[config.mk]
export PLATFORM = sky130hd
export DESIGN_NAME = cbpx_core
export DESIGN_NICKNAME = d
export VERILOG_FILES = /design/src/verilog/cbpx_pkg.sv /design/src/verilog/cbpx_core.sv
export SDC_FILE = /design/constraint.sdc
export NUM_CORES = 1
export LEC_CHECK = 0
export ABC_AREA = 0
export BUFFER_PORTS_ARGS = -buffer_cell sky130_fd_sc_hd__buf_2
export CORE_AREA = 2 2 110 112
export DETAILED_ROUTE_END_ITERATION = 6
export DIE_AREA = 0 0 112 114
export PLACE_DENSITY = 0.73
export SYNTH_ARGS = -nofsm -noshare
export SYNTH_HDL_FRONTEND = slang
export SYNTH_SLANG_ARGS = --single-unit
[constraint.sdc]
create_clock -name sys_clk_i -period 4 [get_ports sys_clk_i]
set_clock_uncertainty 0.05 [all_clocks]
set_input_delay 0.2 -clock sys_clk_i [delete_from_list [all_inputs] [get_ports sys_clk_i]]
set_output_delay 0.2 -clock sys_clk_i [all_outputs]
set_load 0.005 [all_outputs]
[src/verilog/cbpx_pkg.sv]
package cbpx_pkg;

    // Bus cycle states of the sequencer
    typedef enum logic [2:0] {
        CBPX_IDLE,
        CBPX_STATUS,
        CBPX_COMMAND,
        CBPX_HOLD
    } cbpx_state_e;

    // Processor cycle phase encoding on the phase indicator
    localparam logic CBPX_PHASE_ONE = 1'b0;
    localparam logic CBPX_PHASE_TWO = 1'b1;

    // Coprocessor data port address
    localparam logic [23:0] CBPX_COPROC_PORT = 24'h00_00FA;

    // Bus status encodings, active low; all ones is passive
    localparam logic [1:0] CBPX_STAT_IDLE = 2'h3;
    localparam logic [1:0] CBPX_STAT_READ = 2'h2;
    localparam logic [1:0] CBPX_STAT_WRITE = 2'h1;

    // Cycle type codes on the request port
    localparam logic [1:0] CBPX_REQ_MEM_READ = 2'h0;
    localparam logic [1:0] CBPX_REQ_MEM_WRITE = 2'h1;
    localparam logic [1:0] CBPX_REQ_IO_READ = 2'h2;
    localparam logic [1:0] CBPX_REQ_IO_WRITE = 2'h3;

    // Synchroniser depth for asynchronous inputs
    localparam int CBPX_SYNC_STAGES = 2;

    // Returns one when the cycle code is a write
    function automatic logic cbpx_is_write(input logic [1:0] kind);
        return kind[0];
    endfunction

endpackage

[src/verilog/cbpx_core.sv]
`timescale 1ns/1ps
module cbpx_core
    import cbpx_pkg::*;
#(
    parameter int ADDR_W = 24,
    parameter int DATA_W = 16
) (
    // Clock and reset
    input wire logic sys_clk_i,
    input wire logic resetn_i,
    // Asynchronous control inputs
    input wire logic maskable_irq_in_i,
    input wire logic nmi_i,
    input wire logic hold_req_i,
    input wire logic coproc_request_i,
    input wire logic coproc_error_i,
    input wire logic coproc_busy_i,
    // Ready from the clock and ready generator
    input wire logic ready_i,
    // Internal cycle request from the execution unit
    input wire logic cyc_req_i,
    input wire logic [1:0] cyc_kind_i,
    input wire logic [ADDR_W-1:0] cyc_addr_i,
    input wire logic [DATA_W-1:0] cyc_wdata_i,
    input wire logic cyc_lock_i,
    // Coprocessor operand address and direction
    input wire logic [ADDR_W-1:0] coproc_addr_i,
    input wire logic coproc_to_mem_i,
    // Read data from the bus
    input wire logic [DATA_W-1:0] data_i,
    // Cycle status to the execution unit
    output logic cyc_done_o,
    output logic [DATA_W-1:0] cyc_rdata_o,
    // Phase indicator
    output logic phase_o,
    // Address bus
    output logic [ADDR_W-1:0] addr_o,
    output logic addr_oe_o,
    // Bus status pins, active low
    output logic [1:0] status_o,
    output logic status_oe_o,
    output logic mio_o,
    // Byte enable and lock, active low
    output logic high_byte_enable_n_o,
    output logic lock_n_o,
    output logic ctl_oe_o,
    // Data bus
    output logic [DATA_W-1:0] data_o,
    output logic data_oe_o,
    // Hold and coprocessor handshake
    output logic bus_hold_grant_o,
    output logic coproc_acknowledge_n_o,
    // Synchronised interrupt and coprocessor lines
    output logic irq_sync_o,
    output logic nmi_sync_o,
    output logic coproc_error_sync_o,
    output logic coproc_busy_sync_o
);

    // Reset release chain
    logic [1:0] rst_pipe;
    logic rst_n;

    // Asynchronous reset, synchronous release
    always_ff @(posedge sys_clk_i or negedge resetn_i) begin
        if (!resetn_i) begin
            rst_pipe <= 2'h0;
        end else begin
            rst_pipe <= {rst_pipe[0], 1'b1};
        end
    end
    assign rst_n = rst_pipe[1];

    // Six asynchronous inputs through two-stage synchronisers
    logic [5:0] async_raw;
    logic [5:0] sync_a; // First stage, read only by sync_b
    logic [5:0] sync_b;
    assign async_raw = {coproc_busy_i, coproc_error_i, coproc_request_i,
                        hold_req_i, nmi_i, maskable_irq_in_i};

    // Synchroniser flops
    always_ff @(posedge sys_clk_i or negedge rst_n) begin
        if (!rst_n) begin
            sync_a <= 6'h00;
            sync_b <= 6'h00;
        end else begin
            sync_a <= async_raw;
            sync_b <= sync_a;
        end
    end

    wire hold_s = sync_b[2];
    wire preq_s = sync_b[3];

    // Phase register: low means phase two comes next
    logic phase;
    logic next_phase;
    // Reset forces phase one; a late release simply shifts it a clock
    assign next_phase = ~phase;

    // Phase toggles every clock, so two clocks make a processor clock
    always_ff @(posedge sys_clk_i or negedge rst_n) begin
        if (!rst_n) begin
            phase <= CBPX_PHASE_ONE;
        end else begin
            phase <= next_phase;
        end
    end

    // Bus sequencer state
    cbpx_state_e state;
    cbpx_state_e next_state;
    logic [1:0] kind; // Cycle kind in flight
    logic [ADDR_W-1:0] addr;
    logic [DATA_W-1:0] wdata;
    logic lock;
    logic last_was_write; // Previous cycle ended in a write command
    logic after_hold; // First cycle since hold ended
    logic [1:0] xfer_step; // Coprocessor transfer progress
    logic xfer_active;
    logic odd_byte; // Second byte of an odd operand pending

    // Cycles start only at a processor clock boundary
    wire boundary = (phase == CBPX_PHASE_TWO);
    wire cmd_end = (state == CBPX_COMMAND) && boundary && ready_i;
    wire odd_op = coproc_addr_i[0];
    // Coprocessor transfer wins over the execution unit
    wire start_xfer = preq_s && !xfer_active;
    wire want_cycle = cyc_req_i || start_xfer || xfer_active;

    // Next state decode
    always_comb begin
        next_state = state;
        unique case (state)
            CBPX_IDLE: begin
                if (hold_s && boundary) begin
                    next_state = CBPX_HOLD;
                end else if (want_cycle && boundary) begin
                    next_state = CBPX_STATUS;
                end
            end
            CBPX_STATUS: begin
                if (boundary) begin
                    next_state = CBPX_COMMAND;
                end
            end
            CBPX_COMMAND: begin
                // Ready low at a boundary holds the command state for another processor clock
                if (cmd_end) begin
                    next_state = CBPX_IDLE;
                end
            end
            CBPX_HOLD: begin
                if (!hold_s && boundary) begin
                    next_state = CBPX_IDLE;
                end
            end
        endcase
    end

    // Xfer step 0: read side; step 1: write side
    wire xfer_read_first = (xfer_step == 2'h0);
    wire [1:0] xfer_kind = xfer_read_first ?
        (coproc_to_mem_i ? CBPX_REQ_IO_READ : CBPX_REQ_MEM_READ) :
        (coproc_to_mem_i ? CBPX_REQ_MEM_WRITE : CBPX_REQ_IO_WRITE);
    wire xfer_is_mem = (xfer_kind == CBPX_REQ_MEM_READ) ||
                       (xfer_kind == CBPX_REQ_MEM_WRITE);
    wire [ADDR_W-1:0] xfer_addr = xfer_is_mem ?
        (coproc_addr_i + {{(ADDR_W-1){1'b0}}, odd_byte}) :
        CBPX_COPROC_PORT[ADDR_W-1:0];
    wire launch = (state == CBPX_IDLE) && (next_state == CBPX_STATUS);
    wire use_xfer = start_xfer || xfer_active;
    // Odd memory operand splits into two byte cycles
    wire split = xfer_is_mem && odd_op;
    wire xfer_last = !split || odd_byte;

    // Cycle capture and sequencing
    always_ff @(posedge sys_clk_i or negedge rst_n) begin
        if (!rst_n) begin
            state <= CBPX_IDLE;
            kind <= CBPX_REQ_MEM_READ;
            addr <= '0;
            wdata <= '0;
            lock <= 1'b0;
            last_was_write <= 1'b0;
            after_hold <= 1'b0;
            xfer_step <= 2'h0;
            xfer_active <= 1'b0;
            odd_byte <= 1'b0;
        end else begin
            state <= next_state;
            if (launch) begin
                kind <= use_xfer ? xfer_kind : cyc_kind_i;
                addr <= use_xfer ? xfer_addr : cyc_addr_i;
                wdata <= use_xfer ? data_i : cyc_wdata_i;
                lock <= use_xfer ? 1'b0 : cyc_lock_i;
                xfer_active <= use_xfer;
            end
            if (cmd_end) begin
                last_was_write <= cbpx_is_write(kind);
                after_hold <= 1'b0;
                if (xfer_active) begin
                    // Advance through the byte halves, then the direction
                    if (!xfer_last) begin
                        odd_byte <= 1'b1;
                    end else begin
                        odd_byte <= 1'b0;
                        if (xfer_read_first) begin
                            xfer_step <= 2'h1;
                        end else begin
                            xfer_step <= 2'h0;
                            xfer_active <= 1'b0;
                        end
                    end
                end
            end
            if (state == CBPX_HOLD) begin
                after_hold <= 1'b1;
                last_was_write <= 1'b0;
            end
        end
    end

    // Pin drive decode
    wire in_hold = (state == CBPX_HOLD);
    wire in_status = (state == CBPX_STATUS);
    wire in_cmd = (state == CBPX_COMMAND);
    wire is_wr = cbpx_is_write(kind);
    // Write data held over into the next cycle's status state after a write
    wire drive_data = !in_hold &&
        ((in_cmd && is_wr) || (in_status && (is_wr || last_was_write)) ||
         (state == CBPX_IDLE && last_was_write)) &&
        !(after_hold && !is_wr);
    wire [1:0] next_status = in_hold ? CBPX_STAT_IDLE :
        (in_status ? (is_wr ? CBPX_STAT_WRITE : CBPX_STAT_READ) : CBPX_STAT_IDLE);
    wire byte_cycle = xfer_active && split;
    wire next_bhe_n = byte_cycle ? ~addr[0] : 1'b0;
    // Acknowledge only in the first operand cycle of the sequence
    wire first_op = xfer_active && xfer_read_first && !odd_byte;
    wire next_ack_n = !((in_status || in_cmd) && first_op);

    // Registered pin outputs
    always_ff @(posedge sys_clk_i or negedge rst_n) begin
        if (!rst_n) begin
            phase_o <= CBPX_PHASE_ONE;
            addr_o <= '0;
            addr_oe_o <= 1'b0;
            status_o <= CBPX_STAT_IDLE;
            status_oe_o <= 1'b0;
            mio_o <= 1'b0;
            high_byte_enable_n_o <= 1'b1;
            lock_n_o <= 1'b1;
            ctl_oe_o <= 1'b0;
            data_o <= '0;
            data_oe_o <= 1'b0;
            bus_hold_grant_o <= 1'b0;
            coproc_acknowledge_n_o <= 1'b1;
            cyc_done_o <= 1'b0;
            cyc_rdata_o <= '0;
        end else begin
            // Shows the phase the coming clock will run
            phase_o <= next_phase;
            addr_o <= addr;
            addr_oe_o <= !in_hold;
            // Status reads as all ones and floats during hold
            status_o <= next_status;
            status_oe_o <= !in_hold;
            mio_o <= (kind == CBPX_REQ_MEM_READ) || (kind == CBPX_REQ_MEM_WRITE);
            // Driven as soon as hold ends, meaningful from the status state
            ctl_oe_o <= !in_hold;
            high_byte_enable_n_o <= in_status || in_cmd ? next_bhe_n : 1'b1;
            lock_n_o <= in_status || in_cmd ? !lock : 1'b1;
            data_o <= wdata;
            data_oe_o <= drive_data;
            bus_hold_grant_o <= in_hold;
            // Requester must drop its line quickly or a second transfer starts
            coproc_acknowledge_n_o <= next_ack_n;
            cyc_done_o <= cmd_end && !xfer_active;
            if (cmd_end && !is_wr) begin
                cyc_rdata_o <= data_i;
            end
        end
    end

    // Synchronised copies for the execution unit
    assign irq_sync_o = sync_b[0];
    assign nmi_sync_o = sync_b[1];
    assign coproc_error_sync_o = sync_b[4];
    assign coproc_busy_sync_o = sync_b[5];

endmodule

# [Yosys cells after proc, flatten, opt, wreduce, memory -nomap -nowiden]
# Index checks and enable logic that the tools add are counted.
[totals] ff_bits=133 in_bits=94 out_inout_bits=73 wordCells=112
[classes] add_sub_neg=1 n_eq_ne=6 n_mux=31 bitwise=2 reduce_logical=46
[op_table] op="$mux W24" n=2
[op_table] op="$add A24 B1 Y24" n=1
[op_table] op="$logic_and A1 B1 Y1" n=20
[op_table] op="$mux W16" n=1
[op_table] op="$mux W1" n=15
[op_table] op="$mux W3" n=5
[op_table] op="$mux W2" n=7
[op_table] op="$pmux W3 S4" n=1
[op_table] op="$logic_or A1 B1 Y1" n=10
[op_table] op="$logic_not A1 Y1" n=9
[op_table] op="$eq A3 B1 Y1 const B" n=2
[op_table] op="$eq A3 B2 Y1 const B" n=2
[op_table] op="$logic_not A2 Y1" n=3
[op_table] op="$eq A2 B1 Y1 const B" n=2
[op_table] op="$logic_not A3 Y1" n=1
[op_table] op="$reduce_and A3 Y1" n=1
[op_table] op="$not A1 Y1" n=2
[op_table] op="$reduce_and A2 Y1" n=1
[op_table] op="$reduce_bool A2 Y1" n=1

# [Depth between registers and ports, before layout]
[depth] ltp_word=15 ltp_mapped=8 depth_no_buf=6

# [Worst setup path after synthesis]
# No wires, ideal clock.
[synth_path] path_kind="reg2reg" startpoint="register state[2]" endpoint="register cyc_rdata_o[10]" setup_time_ns=0.125 arrival_time_ns=1.557 required_time_ns=3.825 path_slack_ns=2.268 stages_incl_launch_ff=7 n_path_buf=2 synth_period_minus_slack_ns=1.732 path_cell_list="dfrtp_1 > and2b_1 > nand3_2 > or2_1 > buf_6 > buf_6 > mux2_4"
[synth_between] elab_chain_cells=4
[synth_lines] item="from (decl)" line_no="cbpx_core.sv:111" text="cbpx_state_e state;"
[synth_lines] item="from (signal assigned)" line_no="cbpx_core.sv:191" text="state <= next_state;"
[synth_lines] item="$eq A3 B2 Y1" line_no="cbpx_core.sv:125" text="wire cmd_end = (state == CBPX_COMMAND) && boundary && ready_i;"
[synth_lines] item="$logic_and A1 B1 Y1 (2 in series)" line_no="cbpx_core.sv:125"
[synth_lines] item="$logic_and A1 B1 Y1" line_no="cbpx_core.sv:279" text="if (cmd_end && !is_wr) begin"
[synth_lines] item="to (signal assigned)" line_no="cbpx_core.sv:280" text="cyc_rdata_o <= data_i;"
[synth_lines] item="to (decl)" line_no="cbpx_core.sv:33" text="output logic [DATA_W-1:0] cyc_rdata_o,"
# No other way between the ends.
# A chain may end at the register's enable or synchronous reset.

# [Final worst setup path]
[layout_path] startpoint="register xfer_active" endpoint="register addr[17]"
[layout_between] elab_chain_cells=10 elab_cells_between_ends=12 cone_classes="eq/ne: 1; mux: 4; reduce/logical: 7"
[layout_lines] item="from (decl)" line_no="cbpx_core.sv:120" text="logic xfer_active;"
[layout_lines] item="from (signal assigned)" line_no="cbpx_core.sv:197" text="xfer_active <= use_xfer;"
[layout_lines] item="$logic_not A1 Y1" line_no="cbpx_core.sv:128" text="wire start_xfer = preq_s && !xfer_active;"
[layout_lines] item="$logic_and A1 B1 Y1" line_no="cbpx_core.sv:128"
[layout_lines] item="$logic_or A1 B1 Y1 (2 in series)" line_no="cbpx_core.sv:129" text="wire want_cycle = cyc_req_i || start_xfer || xfer_active;"
[layout_lines] item="$logic_and A1 B1 Y1" line_no="cbpx_core.sv:138" text="end else if (want_cycle && boundary) begin"
[layout_lines] item="$mux W3" line_no="cbpx_core.sv:138"
[layout_lines] item="$mux W3" line_no="cbpx_core.sv:136" text="if (hold_s && boundary) begin"
[layout_lines] item="$pmux W3 S4" line_no="cbpx_core.sv:134" text="unique case (state)"
[layout_lines] item="$eq A3 B1 Y1" line_no="cbpx_core.sv:171" text="wire launch = (state == CBPX_IDLE) && (next_state == CBPX_STATUS);"
[layout_lines] item="$logic_and A1 B1 Y1" line_no="cbpx_core.sv:171"
[layout_lines] item="to (signal assigned)" line_no="cbpx_core.sv:194" text="addr <= use_xfer ? xfer_addr : cyc_addr_i;"
[layout_lines] item="to (decl)" line_no="cbpx_core.sv:114" text="logic [ADDR_W-1:0] addr;"
# Several ways; a longest one is shown, not always the timed one.

==> results.cfg <==
[logic_synthesis]
avgSynthCellArea_um2 = 11.6
synth_compound_area_frac = 0.0932
synth_nets = 545
synth-xor-area-share = 0.0354
synth_top_family_by_area = simple AND/OR/NAND/NOR gates
yosys_warnings = 0
synth_area_leader_cell = dfrtp_1
synth.distinct_cells = 45
syn_area_um2 = 5190
async_reset_ff_frac = 1.00
syn_inst = 449
yosysTopAreaCellShare = 0.612
ys_seq_elements = 132
yosys-mux-area-fraction = 0.0482
yosys-top-cells-area = dfrtp_1, nand2_1, nor2_1, xnor2_1, mux2_4
synthSimpleGateAreaFrac = 0.149
synthAdderAreaFrac = 0.00482
yosys_most_used_dff = dfrtp_1
synth_enable_flop_cells = 0
ys_seq_area_frac = 0.637

[clock_network]
clk_path_buf_depth = 2
path_clk_slew_ps = 60
tritoncts = done
clockRootBuffer = clkbuf_16
ctsResizeCount = 0
clock_sinks = 132
htreeDepth = 4
numCtsBuffers = 17
clock_latency_ps = 400

[drt]
num_vias = 4061
drtIter0Drc = 262
first_pass_iters = 4
drt_wl_total_um = 12600
antenna_left = 0
wl_per_cell_um = 15.6
drt-vias-per-instance = 5.04
drc = 0

[min_path]
min_path_type = in -> reg

[setup_path]
path_class = reg -> reg
crit_path_max_fanout = 30
cpMostUsedCell = nand2_1
cp-end-kind = flop
crit_slowest_cell = nand2_1
r2r_slack_ps = 1570
required_ps = 4270
crit_arrival_ps = 2700
start_kind = flop
path_cells = nor2_2 > nand2_1 > nand2_1 > a22oi_1 > o21ai_1
cpPeakStageDelay_ps = 730

[cells_and_area]
antenna_cells = 0
layout-drive-gt1-share = 0.342
stdcell_count = 805
nFillCells = 971
fin_nets = 741
synthToLayoutAreaGrowth_pct = 35.3

[placement]
dp.cells = 740
port_buffers = 166
gp_congestion = 0.784
pre_cts_slack_ps = 1560
dp_hpwl_um = 8610

[sta]
fmax_mhz = 412
tns_ps = 0
rsz0062_at_grt = false
setup_violations = 0
fin_crit_ps = 2430
setup_ws_ps = 1570
worstMarginPinSlew_ps = 1180
report.final.hold_viol_count = 0
maxSlewHeadroom = 0.212
slew_violations = 0
fin_crit_sh = 0.608

[floorplan]
io_pins = 167
row_count = 40
fp.dieW_um = 112
core_area_um2 = 11700
die_h_um = 114
start_util = 0.444
design.die.area_um2 = 12800

[grt]
grt_pass1_wl_um = 20400
antenna_found_initial = 0
overflow = 0
grt_max_degree = 88
track_usage = 0.203
grt_pass1_vias = 4156

[job]
cap_viol_max_count = 0

[pwr]
peakVddDrop_v = 0.000362
leakage_uw = 0.00331
power.total_uw = 4820
power_density_nw_per_um2 = 685

[status]
status = complete, no violations
[where the power goes]
part           internal [µW]  switching [µW]  total (µW)
logic                    559             552        1110
clock network            963             543        1510
registers               1900             301        2200
[synthesized netlist by cell type (7+ instances only)]
cell,n
a21oi_1,8
a221oi_1,8
a22oi_1,7
a31oi_1,19
buf_2,7
clkbuf_1,12
dfrtp_1,127
inv_1,9
mux2_4,10
nand2_1,59
nand3_1,14
nor2_1,53
nor3_1,7
o21ai_1,15
o22ai_1,7
xnor2_1,19
[kinds of logic (layout without fill, tap and decap cells)]
family / count (synthesis) / count (layout)
AND/OR/NAND/NOR: 164 / 164
flip-flops: 132 / 132
AO/OA/AOI/OAI: 76 / 76
buffers and inverters: 34 / 243
XOR/XNOR: 21 / 21
multiplexers: 19 / 19
adder cells (fa/ha/maj): 2 / 2
other: 1 / 1
[timing repair]
action,in CTS,in global routing
hold buffers,33,0
setup buffers,0,0
hold endpoints to repair,34,0
[layout make-up]
class,count,area [µm²],share of cell area
clock inverters,9,103,0.0146
flip-flops and latches,132,3310,0.471
clock buffers,23,478,0.0680
well taps,147,184,0.0262
inverters,9,33.8,0.00481
repair buffers,202,1180,0.168
multi-input cells,283,1730,0.247
[worst max-delay path: cells and delay by family (launching register included)]
kind | cells | cell delay (ps)
compound gates | 2 | 340
flops | 1 | 470
simple gates | 3 | 1490
[layout by cell type (no fill, tap or decap), types with 6 or more instances in the layout]
cell             n
a21oi_1          7
a221oi_1         8
a22oi_1          7
a31oi_1         19
buf_2          166
clkbuf_16       17
dfrtp_1        126
dlygate4sd3_1   33
inv_1            9
mux2_1           6
mux2_4          10
nand2_1         59
nand2b_1         6
nand3_1         14
nand4_1          6
nor2_1          52
nor3_1           7
o21ai_1         15
o22ai_1          7
xnor2_1         19
[per-stage QoR]
step                      hold WS (ps)  utilization  cell area [µm²]
after floorplan                   -146            -             5190
after global placement           -64.7        0.522             6120
after detailed placement         -61.7        0.522             6120
after CTS                        0.760        0.600             7030
after global routing              1.57        0.600             7030
final                             10.0        0.600             7030
[path summary, 6_finish.rpt]
kind / endpoint / start / depth (start not counted)
max in group asynchronous: mio_o$_DFF_PN0_ / rst_pipe[1]$_DFF_PN0_ / 1
hold reg to reg: sync_b[0]$_DFF_PN0_ / sync_a[0]$_DFF_PN0_ / 0
hold / removal: addr[20]$_DFFE_PN0N_ / cyc_addr_i[20] / 3
setup / recovery: addr[17]$_DFFE_PN0N_ / xfer_active$_DFF_PN0_ / 5
setup reg to reg: addr[17]$_DFFE_PN0N_ / xfer_active$_DFF_PN0_ / 5
min in group asynchronous: rst_pipe[1]$_DFF_PN0_ / resetn_i / 2
[state kept, by name, indices dropped and copies added (netlist names), 2 cells and up]
register	count
state	3
sync_b	6
cyc_rdata_o	16
addr_o	24
wdata	16
rst_pipe	2
data_o	16
status_o	2
addr	24
kind	2
sync_a	6
[metal layers]
metal	share of wire	global-route usage	wire length [µm]	vias up
met5	0	0	0	-
met4	0.013	0.0593	165	0
met3	0.067	0.0616	841	14
met2	0.47	0.324	5900	171
met1	0.45	0.272	5650	1946
li1	-	-	-	1930
No activity file was read; power rests on OpenSTA's default activity.
